$ cat config.mk
export PLATFORM = sky130hd
export DESIGN_NAME = mrb_decoder
export DESIGN_NICKNAME = d
export VERILOG_FILES = /design/src/include/mrb_pkg.sv /design/src/core/mrb_decoder.sv /design/src/core/mrb_region.sv
export SDC_FILE = /design/constraint.sdc
export NUM_CORES = 1
export LEC_CHECK = 0
export BUFFER_PORTS_ARGS = -buffer_cell sky130_fd_sc_hd__buf_2
export CAP_MARGIN = 20
export CORE_MARGIN = 4
export CORE_UTILIZATION = 50
export DETAILED_ROUTE_END_ITERATION = 12
export GPL_TIMING_DRIVEN = 0
export PLACE_DENSITY = 0.73
export SYNTH_ARGS = -nofsm -noshare
export SYNTH_HDL_FRONTEND = slang
export SYNTH_HIERARCHICAL = 1
export SYNTH_SLANG_ARGS = --single-unit
$ cat constraint.sdc
create_clock -name clk -period 8.5 [get_ports clk]
set_input_delay 1.7 -clock clk [delete_from_list [all_inputs] [get_ports clk]]
set_output_delay 1.7 -clock clk [all_outputs]
set_load 0.01 [all_outputs]
$ cat src/include/mrb_pkg.sv
// Purpose: shared constants and types for the memory remap and boot select
// Assumes: 32-bit byte addresses, one processor clock
// Notes:   map bases not fixed by the mapping rules are plain defaults
package mrb_pkg;
   // ==========================================================
   // memory map
   localparam logic [31:0] ROM_SIZE       = 32'h0000_2000; // 8K image
   localparam logic [31:0] ROM_ALIAS_TOP  = 32'h0003_FFFF;
   localparam logic [31:0] ROM_HI_BASE    = 32'h0002_0000;
   localparam logic [31:0] FL_ROMMODE_BASE = 32'h0008_0000;
   localparam logic [31:0] FL_BLK_SIZE    = 32'h0000_8000; // 32K block
   localparam logic [31:0] FL_OTHER_BASE  = 32'h0000_8000;
   localparam logic [31:0] RAM_BASE       = 32'h0006_0000;
   localparam logic [31:0] RAM_SIZE       = 32'h0000_8000;
   localparam logic [31:0] FAST_SHIFT     = 32'h0010_0000;
   localparam logic [31:0] FAST_OLD_BASE  = 32'h0010_0000;
   localparam logic [31:0] FAST_SPAN      = 32'h0000_0400;
   localparam int          FAST_NUM       = 4;
   localparam logic [31:0] SLOW_BASE      = 32'hFFF7_F600;
   // ==========================================================
   // boot scan word locations, block 1 viewed at 0
   localparam logic [31:0] BR1_ADDR  = 32'h0000_0000;
   localparam logic [31:0] BR2_ADDR  = 32'h0000_8000;
   localparam logic [31:0] SUM_B1B   = 32'h0000_07FC;
   localparam logic [31:0] SUM_B1A   = 32'h0000_7FFC;
   localparam logic [31:0] SUM_B2B   = 32'h0000_87FC;
   localparam logic [31:0] SUM_TOP   = 32'h0000_FFFC;
   localparam logic [31:0] BR_MASK   = 32'h0F00_0000; // branch opcode field
   localparam logic [31:0] BR_VAL    = 32'h0A00_0000;
   // ==========================================================
   // boot commands
   localparam logic [7:0]  CMD_RUN_B1 = 8'hF0;
   localparam logic [7:0]  CMD_RUN_B2 = 8'hF7;

   typedef enum logic [1:0] {
      MODE_ROM   = 2'b00,
      MODE_ROMHI = 2'b01,
      MODE_FLASH = 2'b10
   } mrb_mode_e;

   typedef enum logic [2:0] {
      TGT_NONE = 3'b000,
      TGT_ROM  = 3'b001,
      TGT_RAM  = 3'b010,
      TGT_FL1  = 3'b011,
      TGT_FL2  = 3'b100,
      TGT_FAST = 3'b101,
      TGT_SLOW = 3'b110
   } mrb_tgt_e;

   typedef enum logic [2:0] {
      BS_BR1  = 3'b000,
      BS_BR2  = 3'b001,
      BS_SUM  = 3'b010,
      BS_DONE = 3'b011
   } mrb_boot_e;
endpackage
$ cat src/core/mrb_decoder.sv
// Purpose: address remap, mode switching and boot scan of flash blocks
// Assumes: core requests and config strobes come from clk logic
// Notes:   one access per cycle, decode result registered
// Functional notes
// fast peripherals shifted up by 0x100000
// slow peripherals from 0xFFF7F600 never moved
// fast peripherals each have a mapping register
// slow bus runs at half clock rate
// reset leaves rom mode, rom at zero
// 8K rom aliased from 0 to 0x3FFFF
// rom moves high first, then flash to zero
// chosen block at zero, other at 0x8000
// flash blocks serve accesses independently
// checksums read from four fixed word locations
// branch check before reading block checksums
// hand over by mapping block at zero
// command 0xF0 runs block 1, 0xF7 block 2
// whole 64K usable as one program
// mode changes apply between accesses only; a cfg return to rom mode applies at once, even mid-access
`timescale 1ns/1ns
module mrb_decoder
   import mrb_pkg::*;
(
   input  wire logic                       clk,
   input  wire logic                       rst_n,
   input  wire logic                       reqValid,
   input  wire logic [31:0]                reqAddr,
   input  wire logic                       cfgValid,
   input  wire logic                       cfgFlashMode,
   input  wire logic                       cfgBlk2AtZero,
   input  wire logic                       fastWr,
   input  wire logic [1:0]                 fastIdx,
   input  wire logic [31:0]                fastBase,
   input  wire logic                       cmdValid,
   input  wire logic [7:0]                 cmdCode,
   input  wire logic                       fl1Busy,
   input  wire logic                       fl2Busy,
   input  wire logic                       bootRdAck,
   input  wire logic [31:0]                bootRdData,
   output      mrb_pkg::mrb_tgt_e           accTgt,
   output      logic [31:0]                accOffset,
   output      logic [1:0]                 accFastIdx,
   output      logic                       accStall,
   output      logic                       ioClkEn,
   output      mrb_pkg::mrb_mode_e          memMode,
   output      logic                       blk2AtZero,
   output      logic                       bootRdReq,
   output      logic [31:0]                bootRdAddr,
   output      logic                       blk1Ok,
   output      logic                       blk2Ok,
   output      logic                       bootDone,
   output      logic [3:0][31:0]           sumWords
);
   typedef struct packed {
      mrb_mode_e       mode;
      logic            blk2;
      logic            toFlash;
      logic            ioEn;
      mrb_tgt_e        tgt;
      logic [31:0]     off;
      logic [1:0]      fIdx;
      logic            stall;
      logic [FAST_NUM-1:0][31:0] fBase;
      mrb_boot_e       bst;
      logic            done;
      logic [1:0]      sIdx;
      logic            rdReq;
      logic [31:0]     rdAddr;
      logic            ok1;
      logic            ok2;
      logic [3:0][31:0] sums;
   } mrb_state_s;

   logic [1:0]  rstSync;
   logic        rstN;
   mrb_state_s  st_q;
   mrb_state_s  st_d;
   mrb_tgt_e    memTgt;
   logic [31:0] memOff;
   logic [FAST_NUM-1:0] fastHit;
   logic [3:0][31:0] sumAddr;

   assign rstN    = rstSync[1];
   assign sumAddr = {SUM_TOP, SUM_B2B, SUM_B1A, SUM_B1B};

   // ==========================================================
   // reset release through two flops
   always_ff @(posedge clk or negedge rst_n) begin
      if (!rst_n) begin
         rstSync <= 2'b00;
      end else begin
         rstSync <= {rstSync[0], 1'b1};
      end
   end

   mrb_region uRegion (
      .addr       (reqAddr),
      .mode       (st_q.mode),
      .blk2AtZero (st_q.blk2),
      .tgt        (memTgt),
      .offset     (memOff)
   );

   // ==========================================================
   // fast peripheral windows, one mapping base each
   genvar gi;
   generate
      for (gi = 0; gi < FAST_NUM; gi++) begin : gFast
         assign fastHit[gi] = reqAddr >= st_q.fBase[gi] &&
                              reqAddr < st_q.fBase[gi] + FAST_SPAN;
      end
   endgenerate

   // ==========================================================
   // next state
   always_comb begin
      st_d       = st_q;
      st_d.ioEn  = ~st_q.ioEn;
      st_d.rdReq = 1'b0;
      // access decode, slow window checked first so it never moves
      st_d.stall = 1'b0;
      st_d.fIdx  = 2'b00;
      st_d.tgt   = TGT_NONE;
      st_d.off   = 32'h0000_0000;
      if (reqValid) begin
         if (reqAddr >= SLOW_BASE) begin
            st_d.tgt = TGT_SLOW;
            st_d.off = reqAddr;
         end else if (|fastHit) begin
            st_d.tgt = TGT_FAST;
            for (int i = 0; i < FAST_NUM; i++) begin
               if (fastHit[i]) begin
                  st_d.fIdx = 2'(i);
                  st_d.off  = reqAddr - st_q.fBase[i];
               end
            end
         end else begin
            st_d.tgt = memTgt;
            st_d.off = memOff;
            // a busy block stalls only its own accesses
            st_d.stall = (memTgt == TGT_FL1 && fl1Busy) ||
                         (memTgt == TGT_FL2 && fl2Busy);
         end
      end
      if (fastWr) begin
         st_d.fBase[fastIdx] = fastBase;
      end
      // flash entry steps wait for an idle cycle so no access is torn; a cfg return to rom mode applies at once
      if (!reqValid) begin
         if (st_q.mode == MODE_ROMHI) begin
            st_d.mode    = MODE_FLASH;
            st_d.toFlash = 1'b0;
         end else if (st_q.toFlash && st_q.mode == MODE_ROM) begin
            st_d.mode = MODE_ROMHI;
         end
      end
      if (cmdValid && (cmdCode == CMD_RUN_B1 || cmdCode == CMD_RUN_B2)) begin
         st_d.blk2    = (cmdCode == CMD_RUN_B2);
         st_d.toFlash = 1'b1;
      end else if (cfgValid) begin
         st_d.blk2 = cfgBlk2AtZero;
         if (cfgFlashMode) begin
            st_d.toFlash = (st_q.mode == MODE_ROM);
         end else begin
            st_d.mode    = MODE_ROM;
            st_d.toFlash = 1'b0;
         end
      end
      // boot scan of branch words, then checksum words
      unique case (st_q.bst)
         BS_BR1: begin
            st_d.rdReq  = !bootRdAck;
            st_d.rdAddr = FL_ROMMODE_BASE + BR1_ADDR;
            if (bootRdAck) begin
               st_d.ok1 = (bootRdData & BR_MASK) == BR_VAL;
               st_d.bst = BS_BR2;
            end
         end
         BS_BR2: begin
            st_d.rdReq  = !bootRdAck;
            st_d.rdAddr = FL_ROMMODE_BASE + BR2_ADDR;
            if (bootRdAck) begin
               st_d.ok2  = (bootRdData & BR_MASK) == BR_VAL;
               st_d.bst  = BS_SUM;
               st_d.sIdx = 2'd0;
            end
         end
         BS_SUM: begin
            // empty blocks are skipped; top word serves either block
            if ((st_q.sIdx < 2'd2 && !st_q.ok1) ||
                (st_q.sIdx == 2'd2 && !st_q.ok2) ||
                (st_q.sIdx == 2'd3 && !st_q.ok1 && !st_q.ok2)) begin
               st_d.sIdx = st_q.sIdx + 2'd1;
               st_d.bst  = (st_q.sIdx == 2'd3) ? BS_DONE : BS_SUM;
            end else begin
               st_d.rdReq  = !bootRdAck;
               st_d.rdAddr = FL_ROMMODE_BASE + sumAddr[st_q.sIdx];
               if (bootRdAck) begin
                  st_d.sums[st_q.sIdx] = bootRdData;
                  st_d.sIdx = st_q.sIdx + 2'd1;
                  st_d.bst  = (st_q.sIdx == 2'd3) ? BS_DONE : BS_SUM;
               end
            end
         end
         BS_DONE: begin
            st_d.rdReq = 1'b0;
         end
         default: begin
            st_d.bst = BS_DONE;
         end
      endcase
      st_d.done = (st_d.bst == BS_DONE); // flopped so the output is a flop
   end

   // ==========================================================
   // state register, reset leaves rom at zero
   always_ff @(posedge clk or negedge rstN) begin
      if (!rstN) begin
         st_q      <= '0;
         st_q.mode <= MODE_ROM;
         for (int i = 0; i < FAST_NUM; i++) begin
            st_q.fBase[i] <= FAST_OLD_BASE + FAST_SHIFT +
                             32'(i) * FAST_SPAN;
         end
      end else begin
         st_q <= st_d;
      end
   end

   assign accTgt     = st_q.tgt;
   assign accOffset  = st_q.off;
   assign accFastIdx = st_q.fIdx;
   assign accStall   = st_q.stall;
   assign ioClkEn    = st_q.ioEn;
   assign memMode    = st_q.mode;
   assign blk2AtZero = st_q.blk2;
   assign bootRdReq  = st_q.rdReq;
   assign bootRdAddr = st_q.rdAddr;
   assign blk1Ok     = st_q.ok1;
   assign blk2Ok     = st_q.ok2;
   assign bootDone   = st_q.done;
   assign sumWords   = st_q.sums;
endmodule

$ cat src/core/mrb_region.sv
// Purpose: combinational memory region decode for rom, ram and flash
// Assumes: mode and block select are stable flop outputs
// Notes:   fast and slow peripherals are decoded by the parent
`timescale 1ns/1ns
module mrb_region
   import mrb_pkg::*;
(
   input  wire logic [31:0]       addr,
   input  wire mrb_pkg::mrb_mode_e mode,
   input  wire logic              blk2AtZero,
   output      mrb_pkg::mrb_tgt_e  tgt,
   output      logic [31:0]       offset
);
   logic [31:0] flBase;
   logic [31:0] flRel;

   // ==========================================================
   // decode: rom alias first, then rom high, flash, ram
   always_comb begin
      flBase = (mode == MODE_FLASH) ? 32'h0000_0000 : FL_ROMMODE_BASE;
      flRel  = addr - flBase;
      tgt    = TGT_NONE;
      offset = 32'h0000_0000;
      if (mode == MODE_ROM && addr <= ROM_ALIAS_TOP) begin
         tgt    = TGT_ROM;
         offset = addr & (ROM_SIZE - 32'h0000_0001);
      end else if (mode != MODE_ROM && addr >= ROM_HI_BASE &&
                   addr < ROM_HI_BASE + ROM_SIZE) begin
         tgt    = TGT_ROM;
         offset = addr - ROM_HI_BASE;
      end else if (addr >= flBase && flRel < 2 * FL_BLK_SIZE) begin
         // chosen block low, the other always one block up
         if (flRel < FL_OTHER_BASE) begin
            tgt = blk2AtZero ? TGT_FL2 : TGT_FL1;
         end else begin
            tgt = blk2AtZero ? TGT_FL1 : TGT_FL2;
         end
         offset = flRel & (FL_BLK_SIZE - 32'h0000_0001);
      end else if (addr >= RAM_BASE && addr < RAM_BASE + RAM_SIZE) begin
         tgt    = TGT_RAM;
         offset = addr - RAM_BASE;
      end
   end
endmodule

==> metrics.csv <==
metric,value,unit
outcome,"finished, final reports clean",
endpoint,accOffset[1],
flow.area_growth_from_synthesis,15.1,%
cts.reportedPaths.clkPinSlew,0.06,ns
synth_cells,2824,
worstSetupStartpoint,st_q[281],
slew-limit-headroom,0.252,
power.static_leakage,0.0144,uW
number_of_flops_mapped_to_enable_cells_by_yosys,0,
dp_worst_setup_slack,2.01,ns
htree_depth,2,
finalCritPeriodShare,0.792,
reg2reg_slack,1.77,ns
netlist_top_cells_count,"306 x sky130_fd_sc_hd__dfrtp_1, 230 x sky130_fd_sc_hd__ha_1, 228 x sky130_fd_sc_hd__mux2_2",
cts-root-buf,sky130_fd_sc_hd__clkbuf_16,
num-nets-final,3546,
finalWirelength,86400,um
cts_hold_repair.buffers,0,
route.vias.total,22900,
share_of_layout_cells_above_drive_strength_1,0.264,
power_frac_clock,0.258,
grt_start_max_net_pins,65,
yosys_most_used_dff,sky130_fd_sc_hd__dfrtp_1,
async_set_or_reset_register_ratio_after_synthesis,1.00,
path_max_fanout,9,
drt_via_density,5.89,
grt.overflow.total,0,
power_frac_seq,0.285,
die_area,54800,um2
global_route.usage.total,0.304,
worstPathRequired,8.90,ns
floorplan.initialDensity,0.507,
tritoncts,yes,
design_area,29400,um2
postSynthRegisterBits,314,
cts_sinks,314,
wire_length_of_the_first_global_routing_pass,129000,um
syn-mean-instance-area,9.04,um2
setup.worst_path.start_class,flop,
detailedRoute.firstPassIterationCount,7,
power_switching,2620,uW
chipWidth,234,um
timing.final.max_slew_violations,0,
post_cts.repair.setup_buffers,0,
insertion_delay,0.58,ns
regToRegStartpoint,st_q[281],
powerDensity,217,nW/um2
worst-setup-path-type,reg2reg,
finalWeightedCongestion,0.984,
worst_r2r_endpoint,accOffset[1],
pin_count,323,
post_drt_wl_per_cell,22.2,um
std_cell_rows,82,
reg2reg_depth,20,
die_h,234,um
ant_nets,0,
grt_pass1_vias,22800,
timing.final.crit_period,6.73,ns
irDropWorstVdd,0.000148,V
antenna_found_initial,0,
setup.worst_path.end_class,flop,
io_buffers,305,
synth.top_cell.area_share,0.300,
post_synth_instance_area,25500,um2
timing.max_cap.violations,0,
tritoncts.num_buffers,39,
design.core.area,50400,um2
finalHoldWorstSlack,0.222,ns
final_setup_fails,0,
report.final.hold_viol_count,0,
swShare,0.411,
min-delay-path-class,reg2async,
power_frac_comb,0.458,
fillerInstances,4443,
yosysSeqAreaShare,0.308,
clockBufferDepth,3,
synth_warnings,6,
tns,0,ns
setup_repair_after_global_routing_missed_its_margin,false,
fmaxAchievable,149,MHz
synth.top_cells.by_area,"sky130_fd_sc_hd__dfrtp_1 30%, sky130_fd_sc_hd__ha_1 11%, sky130_fd_sc_hd__mux2_2 10%, sky130_fd_sc_hd__buf_4 5.9%, sky130_fd_sc_hd__xnor2_1 5.0%",
post-route-worst-setup-slack,1.77,ns
skew,0.0223,ns
arrival,7.13,ns
dp_hpwl,68800,um
post_synthesis_cell_type_count,92,
detail_route.iter0.violations,2108,
post-synth-top-area-cell,sky130_fd_sc_hd__dfrtp_1,
cts_resized,0,
cell_internal_pwr,3750,uW
worst_pin_slew,1.12,ns
most_common_cell_in_the_synthesized_netlist,sky130_fd_sc_hd__dfrtp_1,
drc_errors,0,
place_area,28100,um2
## worst min-delay path by stage
stage	depth (start not counted)	to	slack [ns]
floorplan	0	rstSync[1]	0.33
global placement	0	rstSync[1]	0.34
detailed placement	0	ioClkEn	0.23
CTS	0	sumWords[125]	0.23
global route	0	sumWords[93]	0.24
finish	0	sumWords[93]	0.22
## metal layers
| metal | GRT usage | vias to the layer above | wire length, um |
|---|---|---|---|
| li1 | - | 10700 | - |
| met1 | 0.410 | 11300 | 36600 |
| met2 | 0.502 | 812 | 41000 |
| met3 | 0.0499 | 146 | 6060 |
| met4 | 0.100 | 0 | 2770 |
| met5 | 0 | - | 0 |
## power by group through the flow
stage | logic (uW) | registers [uW] | clock network [uW]
floorplan | 1940 | 1810 | 0
global placement | 2750 | 1860 | 0
detailed placement | 2830 | 1840 | 0
CTS | 2850 | 1810 | 1660
global route | 3150 | 1840 | 1730
finish | 2920 | 1820 | 1640
## cells by family (layout without fill, tap and decap cells)
kind of cell             after synthesis  after routing  synth area share
buffers and inverters                456            836            0.0978
multiplexers                         229            229             0.101
other                                  3             24          0.000441
flip-flops                           314            314             0.308
XOR/XNOR                             199            199            0.0682
adder cells (fa/ha/maj)              234            234             0.116
AO/OA/AOI/OAI                        684            684             0.169
AND/OR/NAND/NOR                      705            705             0.139
## metrics by stage
| stage | instances | total power (uW) | utilization |
|---|---|---|---|
| after floorplan | 2842 | 3750 | - |
| after global placement | 3819 | 4610 | 0.555 |
| after detailed placement | 3825 | 4670 | 0.558 |
| after CTS | 3893 | 6320 | 0.583 |
| after global routing | 3894 | 6720 | 0.583 |
| final | 3897 | 6380 | 0.583 |
## flip-flops by register name (all words and copies together) (netlist names)
register / count
ioClkEn: 1
st_q: 134
blk1Ok: 1
bootRdAddr: 4
accFastIdx: 2
rstSync: 2
sumWords: 128
bootRdReq: 1
blk2AtZero: 1
accOffset: 32
memMode: 2
bootDone: 1
blk2Ok: 1
accStall: 1
accTgt: 3
## critical path: stages, from the launching register on
cell and delay (ns):
sky130_fd_sc_hd__dfrtp_1 0.43, sky130_fd_sc_hd__inv_1 0.09, sky130_fd_sc_hd__nor3_1 0.37, sky130_fd_sc_hd__and3_1 0.28, sky130_fd_sc_hd__nand3_1 0.09, sky130_fd_sc_hd__nor2_1 0.22
sky130_fd_sc_hd__nand3_1 0.21, sky130_fd_sc_hd__nor4_1 0.29, sky130_fd_sc_hd__xnor2_1 0.11, sky130_fd_sc_hd__ha_1 0.30, sky130_fd_sc_hd__nand4_1 0.18, sky130_fd_sc_hd__nor4_1 0.64
sky130_fd_sc_hd__o2111a_1 0.41, sky130_fd_sc_hd__nand2_1 0.08, sky130_fd_sc_hd__nor3_1 0.47, sky130_fd_sc_hd__a211o_1 0.27, sky130_fd_sc_hd__and2_1 0.15, sky130_fd_sc_hd__clkbuf_1 0.59
sky130_fd_sc_hd__o21ai_0 0.45, sky130_fd_sc_hd__a221oi_1 0.64, sky130_fd_sc_hd__o21ai_0 0.26
## layout make-up
class	count	area (um2)	share of cell area
clock buffers	56	1080	0.0367
diodes	3	7.51	0.000255
repair buffers	312	1680	0.0573
well taps	672	841	0.0286
multi-input cells	2072	15200	0.519
inverters	168	631	0.0215
clock inverters	12	156	0.00532
flip-flops and latches	314	7870	0.268
plain buffers	288	1870	0.0635
## cell usage in the layout, fill, tap and decap left out, types with 49 or more instances in the layout
master	instances
sky130_fd_sc_hd__mux2_2	228
sky130_fd_sc_hd__nor2_1	124
sky130_fd_sc_hd__a21oi_1	217
sky130_fd_sc_hd__nand3_1	77
sky130_fd_sc_hd__nand4_1	58
sky130_fd_sc_hd__nand2_1	216
sky130_fd_sc_hd__buf_2	315
sky130_fd_sc_hd__ha_1	230
sky130_fd_sc_hd__xnor2_1	146
sky130_fd_sc_hd__o21ai_0	161
sky130_fd_sc_hd__a21o_1	49
sky130_fd_sc_hd__clkbuf_1	73
sky130_fd_sc_hd__buf_4	202
sky130_fd_sc_hd__nor3_1	56
sky130_fd_sc_hd__xor2_1	53
sky130_fd_sc_hd__dfrtp_1	305
sky130_fd_sc_hd__inv_1	168
Power figures use the tool's default switching activity.
